[config.mk]
export PLATFORM = sky130hd
export DESIGN_NAME = wakeup_interval_timer
export DESIGN_NICKNAME = d
export VERILOG_FILES = /design/src/wake_timer_pkg.sv /design/src/wakeup_interval_timer.sv
export SDC_FILE = /design/constraint.sdc
export NUM_CORES = 1
export LEC_CHECK = 0
export ABC_AREA = 1
export BUFFER_PORTS_ARGS = -buffer_cell sky130_fd_sc_hd__buf_2
export CAP_MARGIN = 30
export CORE_MARGIN = 10
export CORE_UTILIZATION = 35
export CTS_CLUSTER_SIZE = 20
export DETAILED_ROUTE_END_ITERATION = 6
export GPL_TIMING_DRIVEN = 0
export PLACE_DENSITY_LB_ADDON = 0.3
export SYNTH_ARGS = -nofsm -noshare
export SYNTH_HDL_FRONTEND = slang
export SYNTH_SLANG_ARGS = --single-unit
[constraint.sdc]
create_clock -name clk_i -period 2.6 [get_ports clk_i]
set_clock_uncertainty 0.1 [all_clocks]
set_input_delay 0.13 -clock clk_i [delete_from_list [all_inputs] [get_ports clk_i]]
set_output_delay 0.13 -clock clk_i [all_outputs]
set_load 0.005 [all_outputs]
[src/wake_timer_pkg.sv]
// Constants for the wake-up interval timer register block
package wake_timer_pkg;

	// =========================================================
	// Register byte offsets
	localparam logic [7:0] OFFS_COUNTER    = 8'h00;
	localparam logic [7:0] OFFS_CONFIG     = 8'h04;
	localparam logic [7:0] OFFS_EXT_CONFIG = 8'h08;
	localparam logic [7:0] OFFS_IRQ_STATUS = 8'h0C;
	localparam logic [7:0] OFFS_IRQ_CLEAR  = 8'h10;
	localparam logic [7:0] OFFS_IRQ_ENABLE = 8'h14;

	// =========================================================
	// Config field positions
	localparam int CFG_RUN_BIT  = 7;
	localparam int CFG_DIV_HI   = 6;
	localparam int CFG_DIV_LO   = 3;
	localparam int CFG_SRC_BIT  = 2;
	localparam int CFG_IE_BIT   = 1;
	localparam int CFG_FLAG_BIT = 0;
	localparam int EXTENDED_CONFIG_DIRECT_BIT = 0;

	// =========================================================
	// Event bits and reset values
	localparam int EVT_OVERFLOW_BIT = 0;
	localparam logic [7:0] COUNTER_RESET   = 8'h00;
	localparam logic [7:0] CONFIG_RESET    = 8'h00;
	localparam logic       DIRECT_RESET    = 1'b0;
	localparam logic [7:0] IRQ_EN_RESET    = 8'h00;

	// =========================================================
	// Widths
	localparam int COUNT_WIDTH = 8;
	localparam int PRESCALE_WIDTH = 15;

endpackage : wake_timer_pkg

[src/wakeup_interval_timer.sv]
// Wake-up interval timer with prescaler, source select and APB registers
//
// The register offsets and register access over APB are this design's own decisions.
`timescale 1ns/100ps
module wakeup_interval_timer
	import wake_timer_pkg::*;
#(
	parameter int COUNT_W    = COUNT_WIDTH,
	parameter int PRESCALE_W = PRESCALE_WIDTH
)
(
	// Clock and reset
	input  wire logic        clk_i,
	input  wire logic        reset_n_i,
	// APB slave
	input  wire logic        psel_i,
	input  wire logic        penable_i,
	input  wire logic        pwrite_i,
	input  wire logic [7:0]  paddr_i,
	input  wire logic [31:0] pwdata_i,
	output logic      [31:0] prdata_o,
	output logic             pready_o,
	output logic             pslverr_o,
	// Clock sources
	input  wire logic        external_wake_clock_i,
	input  wire logic        pre_pll_clock_i,
	// Interrupts
	output logic             wake_irq_o,
	output logic             irq_o
);

	// =========================================================
	// Elaboration checks
	// Reads return one byte, and the divider field reaches bit 14
	generate
		if (COUNT_W != 8)
		begin : g_bad_count
			$error("count width must be 8");
		end
		if (PRESCALE_W < 15 || PRESCALE_W > 16)
		begin : g_bad_prescale
			$error("prescale width must be 15 or 16");
		end
	endgenerate

	// =========================================================
	// Reset synchroniser
	logic reset_meta_n;
	logic reset_n;

	always_ff @(posedge clk_i or negedge reset_n_i)
	begin
		if (!reset_n_i)
		begin
			reset_meta_n <= 1'b0;
			reset_n      <= 1'b0;
		end
		else
		begin
			reset_meta_n <= 1'b1;
			reset_n      <= reset_meta_n;
		end
	end

	// =========================================================
	// Input synchronisers and edge detection
	logic [1:0] ext_sync;
	logic [1:0] pll_sync;
	logic       ext_last;
	logic       pll_last;

	// Two flops per pin; only the second stage is read by logic
	always_ff @(posedge clk_i or negedge reset_n)
	begin
		if (!reset_n)
		begin
			ext_sync <= 2'h0;
			pll_sync <= 2'h0;
		end
		else
		begin
			ext_sync <= {ext_sync[0], external_wake_clock_i};
			pll_sync <= {pll_sync[0], pre_pll_clock_i};
		end
	end

	// Reset low matches the idle pin level, so no false edge after reset
	always_ff @(posedge clk_i or negedge reset_n)
	begin
		if (!reset_n)
		begin
			ext_last <= 1'b0;
			pll_last <= 1'b0;
		end
		else
		begin
			ext_last <= ext_sync[1];
			pll_last <= pll_sync[1];
		end
	end

	// =========================================================
	// Registers
	logic [COUNT_W-1:0]    wake_counter_value;
	logic [7:0]            wake_timer_config;
	logic [7:0]            next_wake_timer_config;
	logic                  direct_clock_select;
	logic [7:0]            irq_status;
	logic [7:0]            next_irq_status;
	logic [7:0]            irq_event;
	logic [7:0]            irq_enable;
	logic [PRESCALE_W-1:0] prescale;

	logic       wake_run_enable;
	logic [3:0] wake_divider_select;
	logic       wake_source_select;
	logic       wake_irq_enable;
	logic       wake_overflow_flag;

	assign wake_run_enable     = wake_timer_config[CFG_RUN_BIT];
	assign wake_divider_select = wake_timer_config[CFG_DIV_HI:CFG_DIV_LO];
	assign wake_source_select  = wake_timer_config[CFG_SRC_BIT];
	assign wake_irq_enable     = wake_timer_config[CFG_IE_BIT];
	assign wake_overflow_flag  = wake_timer_config[CFG_FLAG_BIT];

	// =========================================================
	// Source edge, prescaler tick, overflow
	logic ext_edge;
	logic pll_edge;
	logic src_edge;
	logic tick;
	logic overflow;
	logic [PRESCALE_W-1:0] div_mask;

	// Low N prescaler bits all ones marks the last edge of a period
	function automatic logic [PRESCALE_W-1:0] divider_mask(input logic [3:0] sel);
		logic [16:0] full;
		full = (17'h00001 << sel) - 17'h00001;
		divider_mask = PRESCALE_W'(full);
	endfunction : divider_mask

	// Both ext modes count rising edges; single clock means direct mode
	// shares the synchroniser, so the 2x rate limit applies to it too.
	assign ext_edge = ext_sync[1] & ~ext_last;
	assign pll_edge = pll_sync[1] & ~pll_last;
	assign src_edge = wake_run_enable & (wake_source_select ? ext_edge : pll_edge);
	assign div_mask = divider_mask(wake_divider_select);
	assign tick     = src_edge & ((prescale & div_mask) == div_mask);
	assign overflow = tick & (wake_counter_value == {COUNT_W{1'b1}});

	// =========================================================
	// APB decode
	logic bus_write;
	logic bus_read;
	logic mapped;

	function automatic logic is_mapped(input logic [7:0] addr);
		is_mapped = (addr == OFFS_COUNTER) || (addr == OFFS_CONFIG) ||
			(addr == OFFS_EXT_CONFIG) || (addr == OFFS_IRQ_STATUS) ||
			(addr == OFFS_IRQ_CLEAR) || (addr == OFFS_IRQ_ENABLE);
	endfunction : is_mapped

	assign mapped    = is_mapped(paddr_i);
	assign bus_write = psel_i & penable_i & pwrite_i & mapped;
	assign bus_read  = psel_i & penable_i & ~pwrite_i;
	assign pready_o  = 1'b1;
	assign pslverr_o = psel_i & penable_i & ~mapped;

	// =========================================================
	// Register strobes, one per writable register, plus the read setup strobe
	function automatic logic hit(input logic [7:0] addr, input logic [7:0] offs);
		hit = (addr == offs);
	endfunction : hit

	logic wr_counter;
	logic wr_config;
	logic wr_ext_config;
	logic wr_irq_clear;
	logic wr_irq_enable;
	logic rd_setup;

	assign wr_counter    = bus_write & hit(paddr_i, OFFS_COUNTER);
	assign wr_config     = bus_write & hit(paddr_i, OFFS_CONFIG);
	assign wr_ext_config = bus_write & hit(paddr_i, OFFS_EXT_CONFIG);
	assign wr_irq_clear  = bus_write & hit(paddr_i, OFFS_IRQ_CLEAR);
	assign wr_irq_enable = bus_write & hit(paddr_i, OFFS_IRQ_ENABLE);
	// Data is fetched in the setup cycle so it stands for the access
	assign rd_setup      = psel_i & ~penable_i & ~pwrite_i;

	// =========================================================
	// Prescaler
	always_ff @(posedge clk_i or negedge reset_n)
	begin
		if (!reset_n)
			prescale <= '0;
		else if (src_edge)
			prescale <= prescale + 1'b1;
	end

	// =========================================================
	// Counter
	always_ff @(posedge clk_i or negedge reset_n)
	begin
		if (!reset_n)
			wake_counter_value <= COUNTER_RESET;
		else if (wr_counter)
			wake_counter_value <= pwdata_i[COUNT_W-1:0];
		else if (tick)
			wake_counter_value <= wake_counter_value + 1'b1;
	end

	// =========================================================
	// Config and flag; a new overflow beats a clearing write
	always_comb
	begin
		next_wake_timer_config = wake_timer_config;
		if (wr_config)
		begin
			next_wake_timer_config[7:1] = pwdata_i[7:1];
			if (!pwdata_i[CFG_FLAG_BIT])
				next_wake_timer_config[CFG_FLAG_BIT] = 1'b0;
		end
		if (overflow)
			next_wake_timer_config[CFG_FLAG_BIT] = 1'b1;
	end

	always_ff @(posedge clk_i or negedge reset_n)
	begin
		if (!reset_n)
			wake_timer_config <= CONFIG_RESET;
		else
			wake_timer_config <= next_wake_timer_config;
	end

	// Stored only; direct mode shares the sampled edge path here
	always_ff @(posedge clk_i or negedge reset_n)
	begin
		if (!reset_n)
			direct_clock_select <= DIRECT_RESET;
		else if (wr_ext_config)
			direct_clock_select <= pwdata_i[EXTENDED_CONFIG_DIRECT_BIT];
	end

	// =========================================================
	// Interrupt status, clear and enable
	always_comb
	begin
		irq_event                   = 8'h00;
		irq_event[EVT_OVERFLOW_BIT] = overflow;
	end

	// Sticky bits; an event in the clearing cycle wins
	always_comb
	begin
		next_irq_status = irq_status;
		for (int b = 0; b < 8; b++)
		begin
			if (irq_event[b])
				next_irq_status[b] = 1'b1;
			else if (wr_irq_clear && pwdata_i[b])
				next_irq_status[b] = 1'b0;
		end
	end

	always_ff @(posedge clk_i or negedge reset_n)
	begin
		if (!reset_n)
			irq_status <= 8'h00;
		else
			irq_status <= next_irq_status;
	end

	always_ff @(posedge clk_i or negedge reset_n)
	begin
		if (!reset_n)
			irq_enable <= IRQ_EN_RESET;
		else if (wr_irq_enable)
			irq_enable <= pwdata_i[7:0];
	end

	assign wake_irq_o = wake_overflow_flag & wake_irq_enable;
	assign irq_o      = |(irq_status & irq_enable);

	// =========================================================
	// Read data register
	// Clear register and unmapped words read as zero
	function automatic logic [31:0] read_mux(
		input logic [7:0] addr,
		input logic [7:0] counter,
		input logic [7:0] cfg_value,
		input logic       direct,
		input logic [7:0] status,
		input logic [7:0] enable
	);
		case (addr)
			OFFS_COUNTER:    read_mux = {24'h000000, counter};
			OFFS_CONFIG:     read_mux = {24'h000000, cfg_value};
			OFFS_EXT_CONFIG: read_mux = {31'h00000000, direct};
			OFFS_IRQ_STATUS: read_mux = {24'h000000, status};
			OFFS_IRQ_ENABLE: read_mux = {24'h000000, enable};
			default:         read_mux = 32'h0000_0000;
		endcase
	endfunction : read_mux

	always_ff @(posedge clk_i or negedge reset_n)
	begin
		if (!reset_n)
			prdata_o <= 32'h0000_0000;
		else if (rd_setup)
			prdata_o <= read_mux(paddr_i, wake_counter_value, wake_timer_config,
				direct_clock_select, irq_status, irq_enable);
		else if (!bus_read)
			prdata_o <= 32'h0000_0000;
	end

endmodule : wakeup_interval_timer

Yosys cells after proc, flatten, opt, wreduce, memory -nomap -nowiden:

Index checks and enable logic that the tools add are counted.

* bits in registers: 81
* input port bits: 47
* output and inout bits: 36
* logic and storage cells: 75

* add/sub/neg operators: 3
* eq/ne operators: 9
* shift operators: 1
* multiplexer cells: 11
* bitwise gates (word level): 25
* reductions and logical operators: 12

Operators by type and width (count)
* $mux W32: 2
* $pmux W8 S5: 1
* $and A1 B1 Y1: 18
* $eq A8 B4 Y1 const B: 2
* $eq A8 B5 Y1 const B: 2
* $mux W8: 2
* $add A15 B1 Y15 const B: 1
* $and A15 B15 Y15: 1
* $eq A15 B15 Y1: 1
* $shl A1 B4 Y15 const A: 1
* $sub A15 B1 Y15 const B: 1
* $add A8 B1 Y8 const B: 1
* $and A1 B8 Y8: 1
* $eq A8 B3 Y1 const B: 1
* $eq A8 B8 Y1 const B: 1
* $logic_not A8 Y1: 1
* $reduce_or A8 Y1: 1
* $mux W1: 6
* $reduce_bool A2 Y1: 3
* $logic_or A1 B1 Y1: 5
* $not A1 Y1: 5
* $ne A2 B1 Y1 const B: 2
* $reduce_and A2 Y1: 1
* $logic_and A1 B1 Y1: 1

Logic depth before layout (Yosys ltp):

Gate-level depths: netlist of run 1.

* word-level depth: 11
* depth in mapped cells: 15
* mapped depth without buffers: 13

Least setup slack after synthesis of run 1:

No wires, ideal clock.

* path kind: register -> register
* start point: register wake_timer_config[4]
* end point: register wake_counter_value[5]
* library setup time: 117 ps
* data arrival time: 1743 ps
* data required time: 2383 ps
* slack: 641 ps
* stages on the path, launching flop included: 15
* buffers on the path: 2
* period minus slack after synthesis: 1959 ps
* path through: dfrtp_1 > buf_4 > nor2_1 > nand3_1 > ha_1 > nor2_1 > nor2_1 > nand2_1 > nor2_1 > nand3_1 > nor2_1 > nand3_2 > buf_6 > nand3_1 > nand2_1

* cells in the longest elaborated chain, start to end: 6

Ends and longest elaborated chain
* from (decl): line wakeup_interval_timer.sv:105 `logic [7:0] wake_timer_config;`
* from (signal assigned): line wakeup_interval_timer.sv:232 `wake_timer_config <= next_wake_timer_config;`
* $shl A1 B4 Y15 (*): line wakeup_interval_timer.sv:138 `full = (17'h00001 << sel) - 17'h00001;`
* $sub A15 B1 Y15 (*): line wakeup_interval_timer.sv:138
* $and A15 B15 Y15: line wakeup_interval_timer.sv:148 `assign tick = src_edge & ((prescale & div_mask) == div_mask);`
* $eq A15 B15 Y1 (*): line wakeup_interval_timer.sv:148
* $and A1 B1 Y1 (*): line wakeup_interval_timer.sv:148
* $reduce_bool A2 Y1 (no line) (*)
* to (signal assigned): line wakeup_interval_timer.sv:207 `wake_counter_value <= pwdata_i[COUNT_W-1:0];`
* to (signal assigned): line wakeup_interval_timer.sv:209 `wake_counter_value <= wake_counter_value + 1'b1;`
* to (decl): line wakeup_interval_timer.sv:104 `logic [COUNT_W-1:0] wake_counter_value;`

Mark *: on every way between the ends. The rest lies on a longest branch, timed or not.
A chain may end at the register's enable or synchronous reset.

Worst setup path after layout of run 1:

* start point: register wake_timer_config[3]
* end point: register wake_counter_value[0]

The elaborated chain is that of the path after synthesis.

==> results of run 1 <==
[synth_stat cells]
cell,count
a21oi_1,10
buf_2,3
buf_4,28
buf_6,2
clkinv_1,2
conb_1,2
dfrtp_1,57
ha_1,3
inv_1,45
inv_2,3
nand2_1,114
nand2_2,7
nand3_1,34
nand3_2,2
nand4_1,5
nor2_1,31
nor2_2,4
nor2_4,3
nor3_1,3
nor3_2,1
nor3b_1,1
nor4_1,1
o21ai_0,30
o21ai_1,11
o21bai_1,1
o2bb2ai_1,2
xnor2_1,6
xor2_1,14
[stage by stage]
step	setup slack (ns)	cell area (um^2)	power [W]	hold WS, ns	std cells
6_report	0.335	4070	0.00212	0.0548	622
5_1_grt	0.0624	4070	0.00220	0.0987	622
4_1_cts	0.319	4070	0.00214	0.0530	622
3_5_place_dp	0.329	3680	0.00102	-0.182	594
3_3_place_gp	0.111	3660	0.00101	-0.184	593
2_1_floorplan	0.641	3360	0.000979	-0.266	449
[state kept, by name, summed over array words and instances, names as in the netlist, 2 cells and up]
| register | flops |
|---|---|
| wake_timer_config | 8 |
| irq_enable | 8 |
| ext_sync | 2 |
| wake_counter_value | 8 |
| pll_sync | 2 |
| prescale | 15 |
| prdata_o | 8 |
[power groups by stage]
stage	Clock [W]	Combinational [W]	Sequential, W
after floorplan	0	0.0000543	0.000925
after global placement	0	0.0000825	0.000931
after detailed placement	0	0.0000965	0.000922
after CTS	0.00113	0.000110	0.000905
after global routing	0.00116	0.000127	0.000906
final	0.00110	0.000113	0.000904
[logic make-up after synthesis]
family / synth area share (%)
other cells: 0.230
simple gates: 27.7
buf+inv: 13.3
fa+ha+maj: 1.15
flops: 43.6
compound gates: 8.57
xor+xnor: 5.36
[how the worst min path moves through the flow]
| stage | to | slack [ns] | depth (start not counted) |
|---|---|---|---|
| 3_5_place_dp | reset_meta_n | -0.18 | 1 |
| 3_3_place_gp | reset_n | -0.18 | 1 |
| 2_1_floorplan | reset_meta_n | -0.27 | 0 |
| 5_1_grt | prdata_o[4] | 0.1 | 4 |
| 4_1_cts | prdata_o[4] | 0.05 | 4 |
| 6_report | prdata_o[2] | 0.05 | 4 |
[layout make-up]
| type | instances | area, um^2 |
|---|---|---|
| fillers | 935 | 5080 |
| multi-input cells | 309 | 1500 |
| flip-flops and latches | 57 | 1430 |
| repair buffers | 46 | 305 |
| plain buffers | 33 | 248 |
| inverters | 50 | 188 |
| clock buffers | 12 | 165 |
| well taps | 111 | 139 |
| clock inverters | 4 | 97.6 |
[layer usage]
metal	wire length, um	global-route usage (%)	share of wire [%]	vias up
met5	0	0	0	-
met4	191	6.34	2.4	0
met3	429	3.29	5.4	17
met2	3750	19.6	47	71
met1	3600	15.7	45	1317
li1	-	-	-	1457
[worst max-delay path: stages (launching register included)]
cell,delay (ns)
dfrtp_1,0.42
nor2_2,0.24
nand2_1,0.12
ha_1,0.20
buf_2,0.16
nand3_1,0.14
nor2_1,0.05
nor2_1,0.08
nor2_1,0.04
nor2_1,0.16
nand3_2,0.14
buf_6,0.17
nand3_1,0.06
nand2_1,0.06
[timing repair]
| item | 4_1_cts | 5_1_grt |
|---|---|---|
| hold buffers | 12 | 0 |
| setup buffers | 0 | 0 |
| endpoints found under the hold margin | 21 | 0 |
==> results.toml, run 1 <==
[status]
status = "finished, final reports clean"

[critical_path]
worstPathArrival_ns = 2.41
crit_type = "flip-flop to flip-flop"
critPathCaptureType = "flip-flop"
r2r-end = "wake_counter_value[0]"
r2r_start = "wake_timer_config[3]"
rrSetupSlack_ns = 0.33
endpoint = "wake_counter_value[0]"
worst_setup_path_start_kind = "flip-flop"
reg2reg_depth = 13
required_ns = 2.74
cp-startpoint = "wake_timer_config[3]"
cp_max_fo = 10

[cts]
path_clk_slew_ns = 0.07
cts_buffer_depth = 2
clockRootBuffer = "clkbuf_8"
cts-htree-levels = 3
cts_tree = "done"
clock_latency_ns = 0.35
cts_sinks = 57
cts_buffers = 9
cts_resized = 0

[die]
coreArea_um2 = 9150
die_height_um = 117
die_x_um = 117
std_cell_rows = 35
die-area_um2 = 13600
ios = 83
start_util_pct = 35.7

[global_route]
grtUsageTotal_pct = 12.6
grt_pass1_vias = 2788
grt_max_degree = 33
grt_overflow_total = 0
grt_antenna_before_repair = 0
grt_pass1_wl_um = 13500

[cells_and_area]
final_nets = 556
syn_to_final_growth_pct = 24.4
final_util_pct = 44.4
antenna_cells = 0
final_cell_mix = "nand2_1, dfrtp_1, inv_1"
drive_above_1_share_pct = 20.4
final_common_cell = "nand2_1"

[sta]
tightestPinTransition_ns = 0.576
period_share_pct = 87.1
relSlewSlack_pct = 61.6
setup-tns-final_ns = 0
report.final.slew_viol_count = 0
finalHoldViolations = 0
setup_viol = 0
rsz0062_at_grt = "no"
min_period_ns = 2.27
timing.fmax_mhz = 441

[route]
dr.pass1.iters = 4
route.vias.total = 2862
drt-vias-per-instance = 4.60
ant_nets = 0
routedWlPerCell_um = 12.8
drc = 0
drt-total-wl_um = 7970
drtIter0Drc = 152

[logic_synthesis]
synth.largest_area_cell = "dfrtp_1"
netlist-cell-type-count = 28
synth-seq-cells = 57
syn_area_um2 = 3270
synth_top_area_share_pct = 43.6
ys_seq_area_share_pct = 43.6
yosys_warnings = 0
synthCells = 425
synth.area.top_cells = "dfrtp_1, nand2_1, buf_4"
synth.avg_cell_area_um2 = 7.69

[placed_design]
dp_hpwl_um = 6010
place.gp.congestion = 0.885
io_buffers = 33

[power_and_ir_drop]
clock_power_share_pct = 52.0
switchingPower_w = 0.000454
p_leak_nw = 2.10
comb_power_share_pct = 5.3
p_sw_share_pct = 21.4
p_seq_share_pct = 42.7
cell_internal_pwr_w = 0.00167
peakVddDrop_mv = 0.243
power_density_nw_per_um2 = 521

[min_path]
hold_path.startpoint = "pwrite_i"
hold_class = "primary input to flip-flop"

[flow_run]
max_cap_viol_count = 0
No activity file was read; power rests on OpenSTA's default activity.
==> run 2, diff against run 1 <==
--- a/config.mk
+++ b/config.mk
@@ -13,7 +13,6 @@
 export CTS_CLUSTER_SIZE = 20
 export DETAILED_ROUTE_END_ITERATION = 6
 export GPL_TIMING_DRIVEN = 0
-export PLACE_DENSITY_LB_ADDON = 0.3
 export SYNTH_ARGS = -nofsm -noshare
 export SYNTH_HDL_FRONTEND = slang
 export SYNTH_SLANG_ARGS = --single-unit
==> run 2 against run 1 <==
- fmax rose by 0.64%
- core utilization fell by 1.1 points
- design area shrank 2.5%
- clock-buffer cell count did not move
- sequential share of layout area rose by 0.89 points
- routed wire length down 2.5%
- clock power down 35%
- via count down 2.2%
- critical endpoint is now wake_counter_value[6]
- flip-flop and latch count stayed put
==> results.toml, run 2 (synthesis gave the netlist of run 1 again) <==
[status]
status = "finished, final reports clean"

[placed_design]
io_buffers = 33
place_inst = 594
place.gp.congestion = 0.863
dp_hpwl_um = 6020

[cells_and_area]
top_register = "prescale"
largest_reg_flops = 15
drive_above_1_share_pct = 19.8
syn_to_final_growth_pct = 21.4
final_nets = 556
finalNonFillerCells = 621
antenna_cells = 0
final_common_cell = "nand2_1"
final_cell_mix = "nand2_1, dfrtp_1, inv_1"

[critical_path]
r2r-end = "wake_counter_value[6]"
critPathCaptureType = "flip-flop"
worst_setup_path_start_kind = "flip-flop"
reg2reg_depth = 13
required_ns = 2.73
cp_slowest_cell = "dfrtp_1"
crit_family = "simple AND/OR/NAND/NOR gates"
r2r_start = "wake_timer_config[3]"
cp_max_fo = 10
worst-path-buf-inv = 1
worstPathArrival_ns = 2.38
max_stage_delay_ns = 0.42
path_cells = "nor2_2 -> nand2_1 -> ha_1 -> nor2_1 -> nor2_1 -> nand2_1 -> nor2_1 -> nand3_1 -> nor2_1 -> nand3_2 -> buf_6 -> nand3_1 -> nand2_1"
rrSetupSlack_ns = 0.35
crit_top_cell = "nor2_1"
crit_type = "flip-flop to flip-flop"

[min_path]
min_to = "prdata_o[3]"
hold_path.startpoint = "pwrite_i"
hold_class = "primary input to flip-flop"
worstHoldPathCells = 4

[cts]
cts_buffer_depth = 2
post_cts_buffers = 0
clock_latency_ns = 0.35
path_clk_slew_ns = 0.06
cts_sinks = 57
cts_buffers = 9
cts-htree-levels = 3
clockRootBuffer = "clkbuf_8"
cts_tree = "done"

[power_and_ir_drop]
power_density_nw_per_um2 = 437
p_leak_nw = 2.06
peakVddDrop_mv = 0.244
finalPower_w = 0.00173

[global_route]
grt_antenna_before_repair = 0
grtUsageTotal_pct = 12.1
grt_pass1_vias = 2749
grt_pass1_wl_um = 13000
grt_overflow_total = 0
grt_max_degree = 33

[route]
drtIter0Drc = 134
dr.pass1.iters = 4
routedWlPerCell_um = 12.5
drt-vias-per-instance = 4.51
route.vias.total = 2800
drc = 0
ant_nets = 0
drt-total-wl_um = 7770

[flow_run]
max_cap_viol_count = 0

[sta]
setup-tns-final_ns = 0
rsz0062_at_grt = "no"
setup_viol = 0
tightestPinTransition_ns = 0.562
min_period_ns = 2.25
relSlewSlack_pct = 62.6
period_share_pct = 86.6
finalHoldViolations = 0
report.final.slew_viol_count = 0
timing.fmax_mhz = 444

[die]
ios = 83
die-area_um2 = 13600
die_x_um = 117
coreArea_um2 = 9150
die_height_um = 117
std_cell_rows = 35
start_util_pct = 35.7
-- run 2: cell count changes in the layout (fill, tap and decap cells not counted), sizes merged --
cell / change
bufinv: -3
clkinv: +2
-- run 2: how the worst max path moves through the flow --
stage | to | start | slack, ns | cells after the start
after global placement | wake_counter_value[1] | reset_n | 0.1 | 0
after CTS | wake_counter_value[6] | wake_timer_config[3] | 0.34 | 13
final | wake_counter_value[6] | wake_timer_config[3] | 0.35 | 13
after detailed placement | wake_counter_value[0] | wake_timer_config[3] | 0.35 | 13
after global routing | wake_counter_value[1] | wake_timer_config[3] | 0.06 | 13
after floorplan | wake_counter_value[5] | wake_timer_config[4] | 0.64 | 14
-- run 2: tightest hold or removal path: cells and delay by family --
kind / cells / cell delay [ns]
buf+inv: 1 / 0.09
compound gates: 1 / 0.06
simple gates: 2 / 0.18
-- run 2: layout make-up --
class | instances | area, um^2
tap | 111 | 139
timing repair buffer | 46 | 305
clock buffer | 12 | 145
sequential | 57 | 1430
buffer | 33 | 248
inverter | 50 | 188
fill | 943 | 5180
multi-input combinational | 309 | 1500
clock inverter | 3 | 17.5
-- run 2: stage by stage --
step / instance area [um^2] / hold WS [ns] / worst slack [ns] / util [%]
finish: 3970 / 0.0739 / 0.349 / 43.3
CTS: 3970 / 0.0651 / 0.341 / 43.3
detailed placement: 3680 / -0.182 / 0.347 / 40.3
floorplan: 3360 / -0.266 / 0.641 / -
global placement: 3660 / -0.184 / 0.0984 / 40.0
global route: 3970 / 0.0885 / 0.0604 / 43.3
-- run 2: power by group --
group          switching [W]  leakage [nW]  internal, W
Combinational      0.0000539          1.27    0.0000579
Sequential         0.0000104         0.704     0.000894
Clock               0.000354        0.0822     0.000363
-- run 2: repair_timing --
| action | 4_1_cts | 5_1_grt |
|---|---|---|
| endpoints found under the hold margin | 18 | 0 |
| hold buffers | 12 | 0 |
| resized for setup | 0 | 0 |
-- run 2: per-layer routing --
layer	up-vias	wire [um]	global-route usage, %
li1	1452	-	-
met1	1276	3610	15.5
met2	62	3610	18.8
met3	10	442	2.88
met4	0	116	5.44
met5	-	0	0
